## src/pwm_timer_pkg.sv

```systemverilog
// Package with register map, field layouts and types of the 24-bit PWM capture timer.
package pwm_timer_pkg;

   localparam int CNT_W   = 24;
   localparam int PRE_W   = 8;
   localparam int ADDR_W  = 8;
   localparam int DATA_W  = 32;
   localparam int NUM_IRQ = 5;

   // Register byte offsets.
   localparam logic [ADDR_W-1:0] CTRL_OFS    = 8'h00;
   localparam logic [ADDR_W-1:0] PRESCALE_OFS = 8'h04;
   localparam logic [ADDR_W-1:0] COUNT_OFS   = 8'h08;
   localparam logic [ADDR_W-1:0] CMP0_OFS    = 8'h0C;
   localparam logic [ADDR_W-1:0] CMP1_OFS    = 8'h10;
   localparam logic [ADDR_W-1:0] CAP0_OFS    = 8'h14;
   localparam logic [ADDR_W-1:0] CAP1_OFS    = 8'h18;
   localparam logic [ADDR_W-1:0] IRQ_STAT_OFS = 8'h1C;
   localparam logic [ADDR_W-1:0] IRQ_MASK_OFS = 8'h20;
   localparam logic [ADDR_W-1:0] PIN_OFS     = 8'h24;

   // Interrupt bit positions.
   localparam int IRQ_OVF  = 0;
   localparam int IRQ_CAP0 = 1;
   localparam int IRQ_CAP1 = 2;
   localparam int IRQ_CMP0 = 3;
   localparam int IRQ_CMP1 = 4;

   // Edge selection for a capture input.
   typedef enum logic [1:0] {
      EDGE_OFF  = 2'h0,
      EDGE_RISE = 2'h1,
      EDGE_FALL = 2'h2,
      EDGE_BOTH = 2'h3
   } edge_sel_type;

   // Counter clear source.
   typedef enum logic [1:0] {
      CLR_ROLLOVER = 2'h0,
      CLR_CMP0     = 2'h1,
      CLR_CMP1     = 2'h2,
      CLR_NONE     = 2'h3
   } clr_sel_type;

   // Output pin action on the second compare event.
   typedef enum logic [1:0] {
      ACT_NONE   = 2'h0,
      ACT_SET    = 2'h1,
      ACT_CLEAR  = 2'h2,
      ACT_TOGGLE = 2'h3
   } pin_act_type;

   // Shadow transfer mode.
   typedef enum logic {
      UPD_IMMEDIATE = 1'b0,
      UPD_ON_MATCH  = 1'b1
   } upd_mode_type;

   // Control register layout, high bits first, last field bit 0 = run.
   typedef struct packed {
      logic          gpio_mode;   // [12]
      upd_mode_type  upd_mode;    // [11]
      pin_act_type   pin_act;     // [10:9]
      clr_sel_type   clr_sel;     // [8:7]
      edge_sel_type  edge1;       // [6:5]
      edge_sel_type  edge0;       // [4:3]
      logic          sw_clear;    // [2]
      logic          pin_init;    // [1]
      logic          run;         // [0]
   } ctrl_type;

   localparam int CTRL_W = $bits(ctrl_type);
   localparam logic [CTRL_W-1:0] CTRL_RST = 13'h0000;
   localparam int CTRL_SWCLR_BIT = 2;
   localparam logic [PRE_W-1:0] PRESCALE_RST = 8'h00;
   localparam logic [CNT_W-1:0] CNT_MAX = 24'hFF_FFFF;
   localparam logic [DATA_W-1:0] BAD_ADDR_DATA = 32'h0000_0000;

   // APB request bundle.
   typedef struct packed {
      logic              psel;
      logic              penable;
      logic              pwrite;
      logic [ADDR_W-1:0] paddr;
      logic [DATA_W-1:0] pwdata;
   } apb_req_type;

endpackage

```

## src/capture_edge.sv

```systemverilog
// Capture input synchroniser, edge detector and capture data register.
`timescale 1ns/1ps
module capture_edge
   import pwm_timer_pkg::*;
#(
   parameter int WIDTH = 24
) (
   input  wire logic             core_clk_i,
   input  wire logic             resetn_i,
   input  wire logic             pin_i,
   input  wire edge_sel_type     edge_sel_i,
   input  wire logic [WIDTH-1:0] count_i,
   output logic                  event_o,
   output logic [WIDTH-1:0]      cap_o
);

   logic sync1_r;
   logic sync2_r;
   logic prev_r;
   logic rise;
   logic fall;
   logic hit;

   // Two-flop synchroniser, then a history flop for edge detection.
   always_ff @(posedge core_clk_i) begin
      if (!resetn_i) begin
         sync1_r <= 1'b0;
         sync2_r <= 1'b0;
         prev_r  <= 1'b0;
      end else begin
         sync1_r <= pin_i;
         sync2_r <= sync1_r;
         prev_r  <= sync2_r;
      end
   end

   assign rise = sync2_r & ~prev_r;
   assign fall = ~sync2_r & prev_r;
   // Edge qualification per selected condition.
   assign hit = ((edge_sel_i == EDGE_RISE) && rise) ||
                ((edge_sel_i == EDGE_FALL) && fall) ||
                ((edge_sel_i == EDGE_BOTH) && (rise || fall));

   // Latch the counter on a qualified edge.
   always_ff @(posedge core_clk_i) begin
      if (!resetn_i) begin
         cap_o   <= '0;
         event_o <= 1'b0;
      end else begin
         event_o <= hit;
         if (hit) begin
            cap_o <= count_i;
         end
      end
   end

endmodule

```

## src/pwm_timer_24bit_capture.sv

```systemverilog
// 24-bit PWM timer with prescaler, shadowed compares, two captures, APB slave and interrupt.
//
// Behaviour
// - One 24-bit up-counter advances once per tick of an 8-bit programmable prescaler on the bus clock.
// - Two compare registers are compared with the counter and equality gives a compare event.
// - Compare writes go to a shadow buffer and reach the active compare at once, or after a match in on-match mode while running.
// - Each capture input detects rising, falling or both edges as selected.
// - A capture event copies the counter into that input's capture data register.
// - The counter clears on rollover, on a compare-equal event, or on a firmware clear request.
// - Overflow, capture zero, capture one and both compare matches are five separately enabled interrupts.
// - Only the second compare event drives the output pin: set, clear, toggle or no action.
// - The first compare event never changes the output pin, it raises its interrupt and, when selected as clear source, clears the counter.
// - The output pin level is readable, and the pin can instead be a general input read by firmware.
`timescale 1ns/1ps
module pwm_timer_24bit_capture
   import pwm_timer_pkg::*;
#(
   parameter int COUNT_WIDTH = CNT_W,
   parameter int PRE_WIDTH   = PRE_W
) (
   input  wire logic              core_clk_i,
   input  wire logic              resetn_i,
   input  wire logic              psel_i,
   input  wire logic              penable_i,
   input  wire logic              pwrite_i,
   input  wire logic [ADDR_W-1:0] paddr_i,
   input  wire logic [DATA_W-1:0] pwdata_i,
   output logic [DATA_W-1:0]      prdata_o,
   output logic                   pready_o,
   output logic                   pslverr_o,
   input  wire logic              capture_input_zero_i,
   input  wire logic              capture_input_one_i,
   input  wire logic              timer_output_pin_i,
   output logic                   timer_output_pin_o,
   output logic                   timer_output_pin_oe_o,
   output logic                   irq_o
);

   ////////////////////////////////////////////////////////////////////////////
   // Declarations.

   // Bus request and the control word that a write carries.
   apb_req_type                req;
   ctrl_type                   wr_ctrl;

   // Configuration and time base.
   ctrl_type                   ctrl_r;
   logic [PRE_WIDTH-1:0]       prescale_r;
   logic [PRE_WIDTH-1:0]       pre_cnt_r;
   logic [COUNT_WIDTH-1:0]     count_r;

   // Active compares, shadows and pending transfers.
   logic [COUNT_WIDTH-1:0]     cmp0_r;
   logic [COUNT_WIDTH-1:0]     cmp1_r;
   logic [COUNT_WIDTH-1:0]     shadow0_r;
   logic [COUNT_WIDTH-1:0]     shadow1_r;
   logic                       pend0_r;
   logic                       pend1_r;

   // Capture channel results.
   logic [COUNT_WIDTH-1:0]     cap0;
   logic [COUNT_WIDTH-1:0]     cap1;
   logic                       cap0_evt;
   logic                       cap1_evt;

   // Interrupt status, mask and events.
   logic [NUM_IRQ-1:0]         stat_r;
   logic [NUM_IRQ-1:0]         mask_r;
   logic [NUM_IRQ-1:0]         evt;

   // Pin state and readback flops.
   logic                       pin_r;
   logic                       pin_sync1_r;
   logic                       pin_sync2_r;

   // Strobes of the time base.
   logic                       swclr_r;
   logic                       tick;
   logic                       at_max;
   logic                       match0;
   logic                       match1;
   logic                       clr_hit;

   // Bus strobes and read path.
   logic                       wr_en;
   logic                       rd_en;
   logic                       addr_ok;
   logic [DATA_W-1:0]          rd_mux;

   ////////////////////////////////////////////////////////////////////////////
   // APB decode; the slave answers in the first access cycle.


   assign req = '{psel: psel_i, penable: penable_i, pwrite: pwrite_i, paddr: paddr_i, pwdata: pwdata_i};
   // Write data seen as a control word.
   assign wr_ctrl = ctrl_type'(req.pwdata[CTRL_W-1:0]);
   assign wr_en = req.psel && req.penable && req.pwrite;
   assign rd_en = req.psel && !req.penable && !req.pwrite;

   // Address validity check for the register map.
   always_comb begin
      case (req.paddr)
         CTRL_OFS, PRESCALE_OFS, COUNT_OFS, CMP0_OFS, CMP1_OFS,
         CAP0_OFS, CAP1_OFS, IRQ_STAT_OFS, IRQ_MASK_OFS, PIN_OFS: addr_ok = 1'b1;
         default: addr_ok = 1'b0;
      endcase
   end

   // Read multiplexer, narrow registers sit in the low bits.
   always_comb begin
      case (req.paddr)
         CTRL_OFS:     rd_mux = DATA_W'(ctrl_r);
         PRESCALE_OFS: rd_mux = DATA_W'(prescale_r);
         COUNT_OFS:    rd_mux = DATA_W'(count_r);
         CMP0_OFS:     rd_mux = DATA_W'(shadow0_r);
         CMP1_OFS:     rd_mux = DATA_W'(shadow1_r);
         CAP0_OFS:     rd_mux = DATA_W'(cap0);
         CAP1_OFS:     rd_mux = DATA_W'(cap1);
         IRQ_STAT_OFS: rd_mux = DATA_W'(stat_r);
         IRQ_MASK_OFS: rd_mux = DATA_W'(mask_r);
         PIN_OFS:      rd_mux = DATA_W'(pin_sync2_r);
         default:      rd_mux = BAD_ADDR_DATA;
      endcase
   end

   // Answering from flops keeps bus timing short.
   // It adds no wait state, ready comes in the first access cycle.
   // Every transfer therefore takes two cycles.
   // Registered APB answer: read data captured in setup, ready in the access cycle.
   always_ff @(posedge core_clk_i) begin
      if (!resetn_i) begin
         prdata_o  <= '0;
         pready_o  <= 1'b0;
         pslverr_o <= 1'b0;
      end else begin
         pready_o  <= req.psel && !req.penable;
         pslverr_o <= req.psel && !req.penable && !addr_ok;
         if (rd_en) begin
            prdata_o <= rd_mux;
         end
      end
   end

   ////////////////////////////////////////////////////////////////////////////
   // Control registers.


   // The clear request lives only as a strobe.
   // A read of control never shows it set.
   // Control, prescaler and mask writes; the clear bit self-resets.
   always_ff @(posedge core_clk_i) begin
      if (!resetn_i) begin
         ctrl_r     <= ctrl_type'(CTRL_RST);
         prescale_r <= PRESCALE_RST;
         mask_r     <= '0;
         swclr_r    <= 1'b0;
      end else begin
         swclr_r <= wr_en && (req.paddr == CTRL_OFS) && req.pwdata[CTRL_SWCLR_BIT];
         if (wr_en && req.paddr == CTRL_OFS) begin
            ctrl_r          <= ctrl_type'(req.pwdata[CTRL_W-1:0]);
            ctrl_r.sw_clear <= 1'b0;
         end
         if (wr_en && req.paddr == PRESCALE_OFS) begin
            prescale_r <= req.pwdata[PRE_WIDTH-1:0];
         end
         if (wr_en && req.paddr == IRQ_MASK_OFS) begin
            mask_r <= req.pwdata[NUM_IRQ-1:0];
         end
      end
   end

   ////////////////////////////////////////////////////////////////////////////
   // Prescaler and counter.


   assign tick    = ctrl_r.run && (pre_cnt_r == prescale_r);
   assign at_max  = (count_r == COUNT_WIDTH'(CNT_MAX));
   assign match0  = tick && (count_r == cmp0_r);
   assign match1  = tick && (count_r == cmp1_r);
   assign clr_hit = ((ctrl_r.clr_sel == CLR_CMP0) && match0) ||
                    ((ctrl_r.clr_sel == CLR_CMP1) && match1);

   // A stop or clear restarts the division.
   // The first tick after start is a full period away.
   // Prescaler divides the clock by prescale plus one.
   always_ff @(posedge core_clk_i) begin
      if (!resetn_i) begin
         pre_cnt_r <= '0;
      end else if (!ctrl_r.run || tick || swclr_r) begin
         pre_cnt_r <= '0;
      end else begin
         pre_cnt_r <= pre_cnt_r + PRE_WIDTH'(1);
      end
   end

   // The wrap at the top value is always taken.
   // A compare above the period still restarts cleanly.
   // A firmware clear beats a tick in the same cycle.
   // Counter advances per tick; compare clear or firmware clear returns it to zero.
   always_ff @(posedge core_clk_i) begin
      if (!resetn_i) begin
         count_r <= '0;
      end else if (swclr_r) begin
         count_r <= '0;
      end else if (tick) begin
         if (clr_hit || at_max) begin
            count_r <= '0;
         end else begin
            count_r <= count_r + COUNT_WIDTH'(1);
         end
      end
   end

   ////////////////////////////////////////////////////////////////////////////
   // Shadowed compare registers.


   // A write while running in on-match mode waits for its match.
   // In on-match mode the running period is never cut short.
   // Reads return the shadow, the value last written.
   // Writes land in the shadow; transfer on match, or at once when stopped or immediate.
   always_ff @(posedge core_clk_i) begin
      if (!resetn_i) begin
         shadow0_r <= '0;
         shadow1_r <= '0;
         cmp0_r    <= '0;
         cmp1_r    <= '0;
         pend0_r   <= 1'b0;
         pend1_r   <= 1'b0;
      end else begin
         if (wr_en && req.paddr == CMP0_OFS) begin
            shadow0_r <= req.pwdata[COUNT_WIDTH-1:0];
            pend0_r   <= 1'b1;
         end else if (pend0_r && (!ctrl_r.run || ctrl_r.upd_mode == UPD_IMMEDIATE || match0)) begin
            cmp0_r  <= shadow0_r;
            pend0_r <= 1'b0;
         end
         if (wr_en && req.paddr == CMP1_OFS) begin
            shadow1_r <= req.pwdata[COUNT_WIDTH-1:0];
            pend1_r   <= 1'b1;
         end else if (pend1_r && (!ctrl_r.run || ctrl_r.upd_mode == UPD_IMMEDIATE || match1)) begin
            cmp1_r  <= shadow1_r;
            pend1_r <= 1'b0;
         end
      end
   end

   ////////////////////////////////////////////////////////////////////////////
   // Capture inputs.


   // Both channels latch the same counter.
   // Each has its own synchroniser.
   // A capture lands three clocks after the edge.
   // Capture channel zero.
   capture_edge #(
      .WIDTH (COUNT_WIDTH)
   ) u_cap0 (
      .core_clk_i (core_clk_i),
      .resetn_i   (resetn_i),
      .pin_i      (capture_input_zero_i),
      .edge_sel_i (ctrl_r.edge0),
      .count_i    (count_r),
      .event_o    (cap0_evt),
      .cap_o      (cap0)
   );

   // Capture channel one.
   capture_edge #(
      .WIDTH (COUNT_WIDTH)
   ) u_cap1 (
      .core_clk_i (core_clk_i),
      .resetn_i   (resetn_i),
      .pin_i      (capture_input_one_i),
      .edge_sel_i (ctrl_r.edge1),
      .count_i    (count_r),
      .event_o    (cap1_evt),
      .cap_o      (cap1)
   );

   ////////////////////////////////////////////////////////////////////////////
   // Output pin.


   // The initial level is taken only while stopped.
   // A running waveform is never disturbed.
   // Control writes during a run leave the pin alone.
   // Second compare acts on the pin; the first compare has no path here.
   always_ff @(posedge core_clk_i) begin
      if (!resetn_i) begin
         pin_r <= 1'b0;
      end else if (wr_en && req.paddr == CTRL_OFS && !ctrl_r.run) begin
         pin_r <= wr_ctrl.pin_init; // Initial level loaded while stopped.
      end else if (match1) begin
         case (ctrl_r.pin_act)
            ACT_SET:    pin_r <= 1'b1;
            ACT_CLEAR:  pin_r <= 1'b0;
            ACT_TOGGLE: pin_r <= ~pin_r;
            default:    pin_r <= pin_r;
         endcase
      end
   end

   // The pin is outside the clock domain.
   // Drive or release the pin and synchronise its level for readback.
   always_ff @(posedge core_clk_i) begin
      if (!resetn_i) begin
         timer_output_pin_o    <= 1'b0;
         timer_output_pin_oe_o <= 1'b0;
         pin_sync1_r           <= 1'b0;
         pin_sync2_r           <= 1'b0;
      end else begin
         timer_output_pin_o    <= pin_r;
         timer_output_pin_oe_o <= !ctrl_r.gpio_mode;
         pin_sync1_r           <= timer_output_pin_i;
         pin_sync2_r           <= pin_sync1_r;
      end
   end

   ////////////////////////////////////////////////////////////////////////////
   // Interrupts.


   // One-clock event strobes.
   assign evt[IRQ_OVF]  = tick && at_max;
   assign evt[IRQ_CAP0] = cap0_evt;
   assign evt[IRQ_CAP1] = cap1_evt;
   assign evt[IRQ_CMP0] = match0;
   assign evt[IRQ_CMP1] = match1;

   // The line follows the status a clock later.
   // A clear that meets an event leaves it high.
   // No event is lost to a clear.
   // Sticky status, write one to clear, a new event wins over the clear.
   always_ff @(posedge core_clk_i) begin
      if (!resetn_i) begin
         stat_r <= '0;
         irq_o  <= 1'b0;
      end else begin
         if (wr_en && req.paddr == IRQ_STAT_OFS) begin
            stat_r <= (stat_r & ~req.pwdata[NUM_IRQ-1:0]) | evt;
         end else begin
            stat_r <= stat_r | evt;
         end
         irq_o <= |(stat_r & mask_r);
      end
   end

endmodule

```

## config.mk

```make
export PLATFORM = sky130hd
export DESIGN_NAME = pwm_timer_24bit_capture
export DESIGN_NICKNAME = d
export VERILOG_FILES = /design/src/pwm_timer_pkg.sv /design/src/capture_edge.sv /design/src/pwm_timer_24bit_capture.sv
export SDC_FILE = /design/constraint.sdc
export NUM_CORES = 1
export LEC_CHECK = 0
export BUFFER_PORTS_ARGS = -buffer_cell sky130_fd_sc_hd__buf_2
export CAP_MARGIN = 20
export CORE_MARGIN = 2
export CORE_UTILIZATION = 46
export CTS_CLUSTER_SIZE = 12
export DETAILED_ROUTE_END_ITERATION = 8
export PLACE_DENSITY = 0.77
export SYNTH_ARGS = -nofsm -noshare
export SYNTH_HDL_FRONTEND = slang
export SYNTH_HIERARCHICAL = 1
export SYNTH_SLANG_ARGS = --single-unit
export TNS_END_PERCENT = 20
```

## constraint.sdc

```tcl
create_clock -name core_clk_i -period 2.1 [get_ports core_clk_i]
set_input_delay 0.21 -clock core_clk_i [delete_from_list [all_inputs] [get_ports core_clk_i]]
set_output_delay 0.21 -clock core_clk_i [all_outputs]
set_load 0.05 [all_outputs]
```

==> impl_metrics.csv <==
group,metric,value,unit
die,coreArea,25000,um2
timing,hold_violations,0,
die,fp-row-count,58,
route,drc,0,
timing,worstMarginPinSlew,0.772,ns
outcome,violations,"negative setup slack",
die,ios,85,
cells_and_area,fin_area,14300,um2
synthesis,syn-instance-count,1300,
clocking,clk_pin_slew_worst_paths,0.06,ns
critical_path,cp-start-kind,"flip-flop",
cells_and_area,finalNetCount,1512,
critical_path,cp_slowest_stage_delay,0.42,ns
synthesis,synth_area,11600,um2
timing,period_share,1.09,
critical_path,crit_path_end_kind,"flip-flop",
grt,gr-usage-all-layers,0.254,
critical_path,path_cells,"xor2_1, nor4_2, nand3_1, buf_6, buf_4, or3_4, nor2_1, xnor2_1, nor2_1",
cells_and_area,antenna_cells,0,
route,num_vias,10100,
critical_path,worstPathArrival,2.71,ns
synthesis,synth_flop_cell,"dfxtp_1",
grt,antenna_found_initial,0,
place,dpl-instance-area,12800,um2
critical_path,crit_top_cell,"nor2_1",
timing,worst_slew_margin_rel,0.486,
die,dieArea,26600,um2
synthesis,ys_ff_latch,249,
die,fp.dieH,163,um
pwr,power.leakage,0.00583,uW
cells_and_area,syn_to_final_growth,22.7,%
route,drt_iter0_drc,1050,
route,viasPerCell,5.61,
critical_path,critPathMaxFanout,6,
hold_path,min_path_type,"input pin to flip-flop",
timing,drv_slew,0,
timing,rsz0062_at_grt,"true",
grt,grt_max_degree,157,
grt,grt_overflow_total,0,
synthesis,syn-mean-instance-area,8.95,um2
route,wire_per_inst,19.4,um
critical_path,slowest_stage,"or3_4",
pwr,p_per_area,699,nW/um2
cells_and_area,fill_cells,2124,
pwr,vdd_ir_drop_max,542,uV
timing,fmax,0.435,GHz
timing,fin_ws,-0.198,ns
synthesis,synth-edff-count,0,
die,die_x,163,um
clocking,htree_num_levels,1,
timing,skew,0.0127,ns
timing,layout_min_cycle_time,2.30,ns
place,place_hpwl,24.0,mm
synthesis,synth.distinct_cells,62,
die,initial_core_util,0.466,
flow_run,drv_cap,0,
clocking,clk_latency,0.54,ns
place,gp_congestion,0.921,
critical_path,crit_type,"flip-flop to flip-flop",
clocking,cts_sinks,249,
clocking,cts_tree,"built",
cells_and_area,drive_gt1_frac,0.209,
critical_path,cp_data_required_time,2.51,ns
route,firstDrtPassIters,7,
clocking,root_buffer,"clkbuf_16",
timing,fin_tns_setup,-7.59,ns
clocking,clockBufferDepth,3,
route,ant_nets,0,
place,portBuffers,68,
grt,grt_pass1_vias,9751,
synthesis,ys_seq_area_frac,0.429,
synthesis,yosys_warnings,6,
outcome,status,"complete, but fails checks",
timing,setup_viol_count_final,73,
clocking,cts_buffers,26,
route,drt_wl_total,35.0,mm
synthesis,synth_async_sr_flop_share,0,
grt,grt_pass1_wl,53.2,mm
-- logic make-up (layout without fill, tap and decap cells) --
group / count (synthesis) / count (layout) / synth area share
AND/OR/NAND/NOR: 522 / 522 / 0.209
AO/OA/AOI/OAI: 212 / 212 / 0.133
buffers and inverters: 116 / 278 / 0.0570
multiplexers: 111 / 111 / 0.102
adder cells (fa/ha/maj): 8 / 8 / 0.00861
XOR/XNOR: 81 / 81 / 0.0610
other: 1 / 8 / 0.000322
flip-flops: 249 / 249 / 0.429
-- routing by layer --
layer	vias up	routed length, um	global-route usage
li1	4717	-	-
met1	4899	15100	0.353
met2	410	16200	0.418
met3	65	2770	0.0341
met4	0	862	0.0672
met5	-	0	0
-- flip-flops by register name, summed over array words and instances (netlist names), 5 cells and up --
name          count
ctrl_r           12
u_cap0/cap_o     24
mask_r            5
u_cap1/cap_o     24
cmp1_r           24
count_r          24
shadow1_r        24
stat_r            5
shadow0_r        24
prescale_r        8
prdata_o         24
cmp0_r           24
pre_cnt_r         8
-- through the flow --
stage / utilization / hold WS (ns) / setup WS (ns) / instances / total power (uW)
after floorplan: - / 0.337 / 0.00305 / 1307 / 5240
after global placement: 0.514 / 0.421 / -0.148 / 1721 / 5420
after detailed placement: 0.514 / 0.422 / -0.181 / 1721 / 5430
after CTS: 0.562 / 0.00347 / -0.129 / 1793 / 9980
after global routing: 0.571 / 0.0230 / -0.260 / 1799 / 10200
final: 0.571 / 0.0207 / -0.198 / 1799 / 9970
-- synth_stat cells, types with 2 or more instances --
cell type / number / area, um2
ha_1: 8 / 100
a222oi_1: 8 / 80.1
nor4_1: 13 / 81.3
mux4_2: 6 / 135
and2_1: 14 / 87.6
buf_6: 9 / 101
a21boi_0: 78 / 586
nand2_1: 287 / 1080
nand3_1: 37 / 185
buf_2: 18 / 90.1
nor2b_1: 58 / 363
a32o_1: 3 / 30.0
inv_1: 14 / 52.6
buf_4: 10 / 75.1
a21oi_4: 2 / 32.5
a31oi_1: 7 / 43.8
nor4_2: 3 / 37.5
nor3_1: 13 / 65.1
nand2b_1: 3 / 18.8
dfxtp_1: 249 / 4980
a221oi_1: 17 / 149
nor3b_1: 2 / 15.0
a21oi_1: 25 / 125
nand4_1: 7 / 43.8
o211a_1: 5 / 50.1
and2b_2: 2 / 17.5
and3_1: 7 / 43.8
mux2i_1: 105 / 1050
clkbuf_1: 57 / 214
o21ai_0: 30 / 150
a22o_1: 8 / 70.1
xnor2_1: 10 / 87.6
xor2_1: 71 / 622
nor3_2: 3 / 30.0
a22oi_1: 21 / 158
or3_1: 3 / 18.8
nor2_1: 56 / 210
buf_8: 6 / 90.1
buf_12: 2 / 40.0
-- critical path: cells and delay by family (launching register included) --
kind / cells / cell delay (ns)
DFF: 1 / 0.33
and+or+nand+nor: 5 / 1.18
buffers and inverters: 2 / 0.34
xor gates and xnor gates: 2 / 0.32
-- cell usage in the layout (no fill, tap or decap), types with 30 or more instances in the layout --
master / synthesis / layout
xor2_1: 71 / 68
nand2_1: 287 / 286
mux2i_1: 105 / 104
buf_4: 10 / 115
nand3_1: 37 / 35
dfxtp_1: 249 / 231
clkbuf_16: 0 / 30
a21boi_0: 78 / 78
nor2b_1: 58 / 58
buf_2: 18 / 67
nor2_1: 56 / 56
-- repair_timing --
item | 4_1_cts | 5_1_grt
setup endpoints to repair | 74 | 82
cloned | 0 | 4
hold endpoints to repair | 45 | 0
pin swaps | 5 | 17
buffers inserted | 10 | 2
resized for setup | 14 | 40
hold buffers | 21 | 0
-- final timing paths --
kind	startpoint	to	slack, ns	cells after the start
hold / removal	pwdata_i[4]	mask_r[4]	0.02	3
hold reg to reg	u_cap0/sync1_r	u_cap0/sync2_r	0.44	1
setup reg to reg	prescale_r[2]	count_r[20]	-0.20	9
setup / recovery	prescale_r[2]	count_r[20]	-0.20	9
-- area by class of cell --
class	count	area [um2]	share of cell area
flip-flops and latches	249	5010	0.351
clock inverters	3	65.1	0.00456
clock buffers	38	767	0.0538
multi-input cells	942	6200	0.434
repair buffers	223	1760	0.124
well taps	330	413	0.0289
inverters	14	52.6	0.00368
-- power by group --
part	total, uW	internal (uW)	switching, uW	leakage (uW)
Clock	4590	2740	1850	0.000408
Sequential	4780	4760	19.4	0.00202
Combinational	603	203	400	0.00340
Total	9970	7700	2270	0.00583
Note: power is estimated with default switching activity, not from simulation.
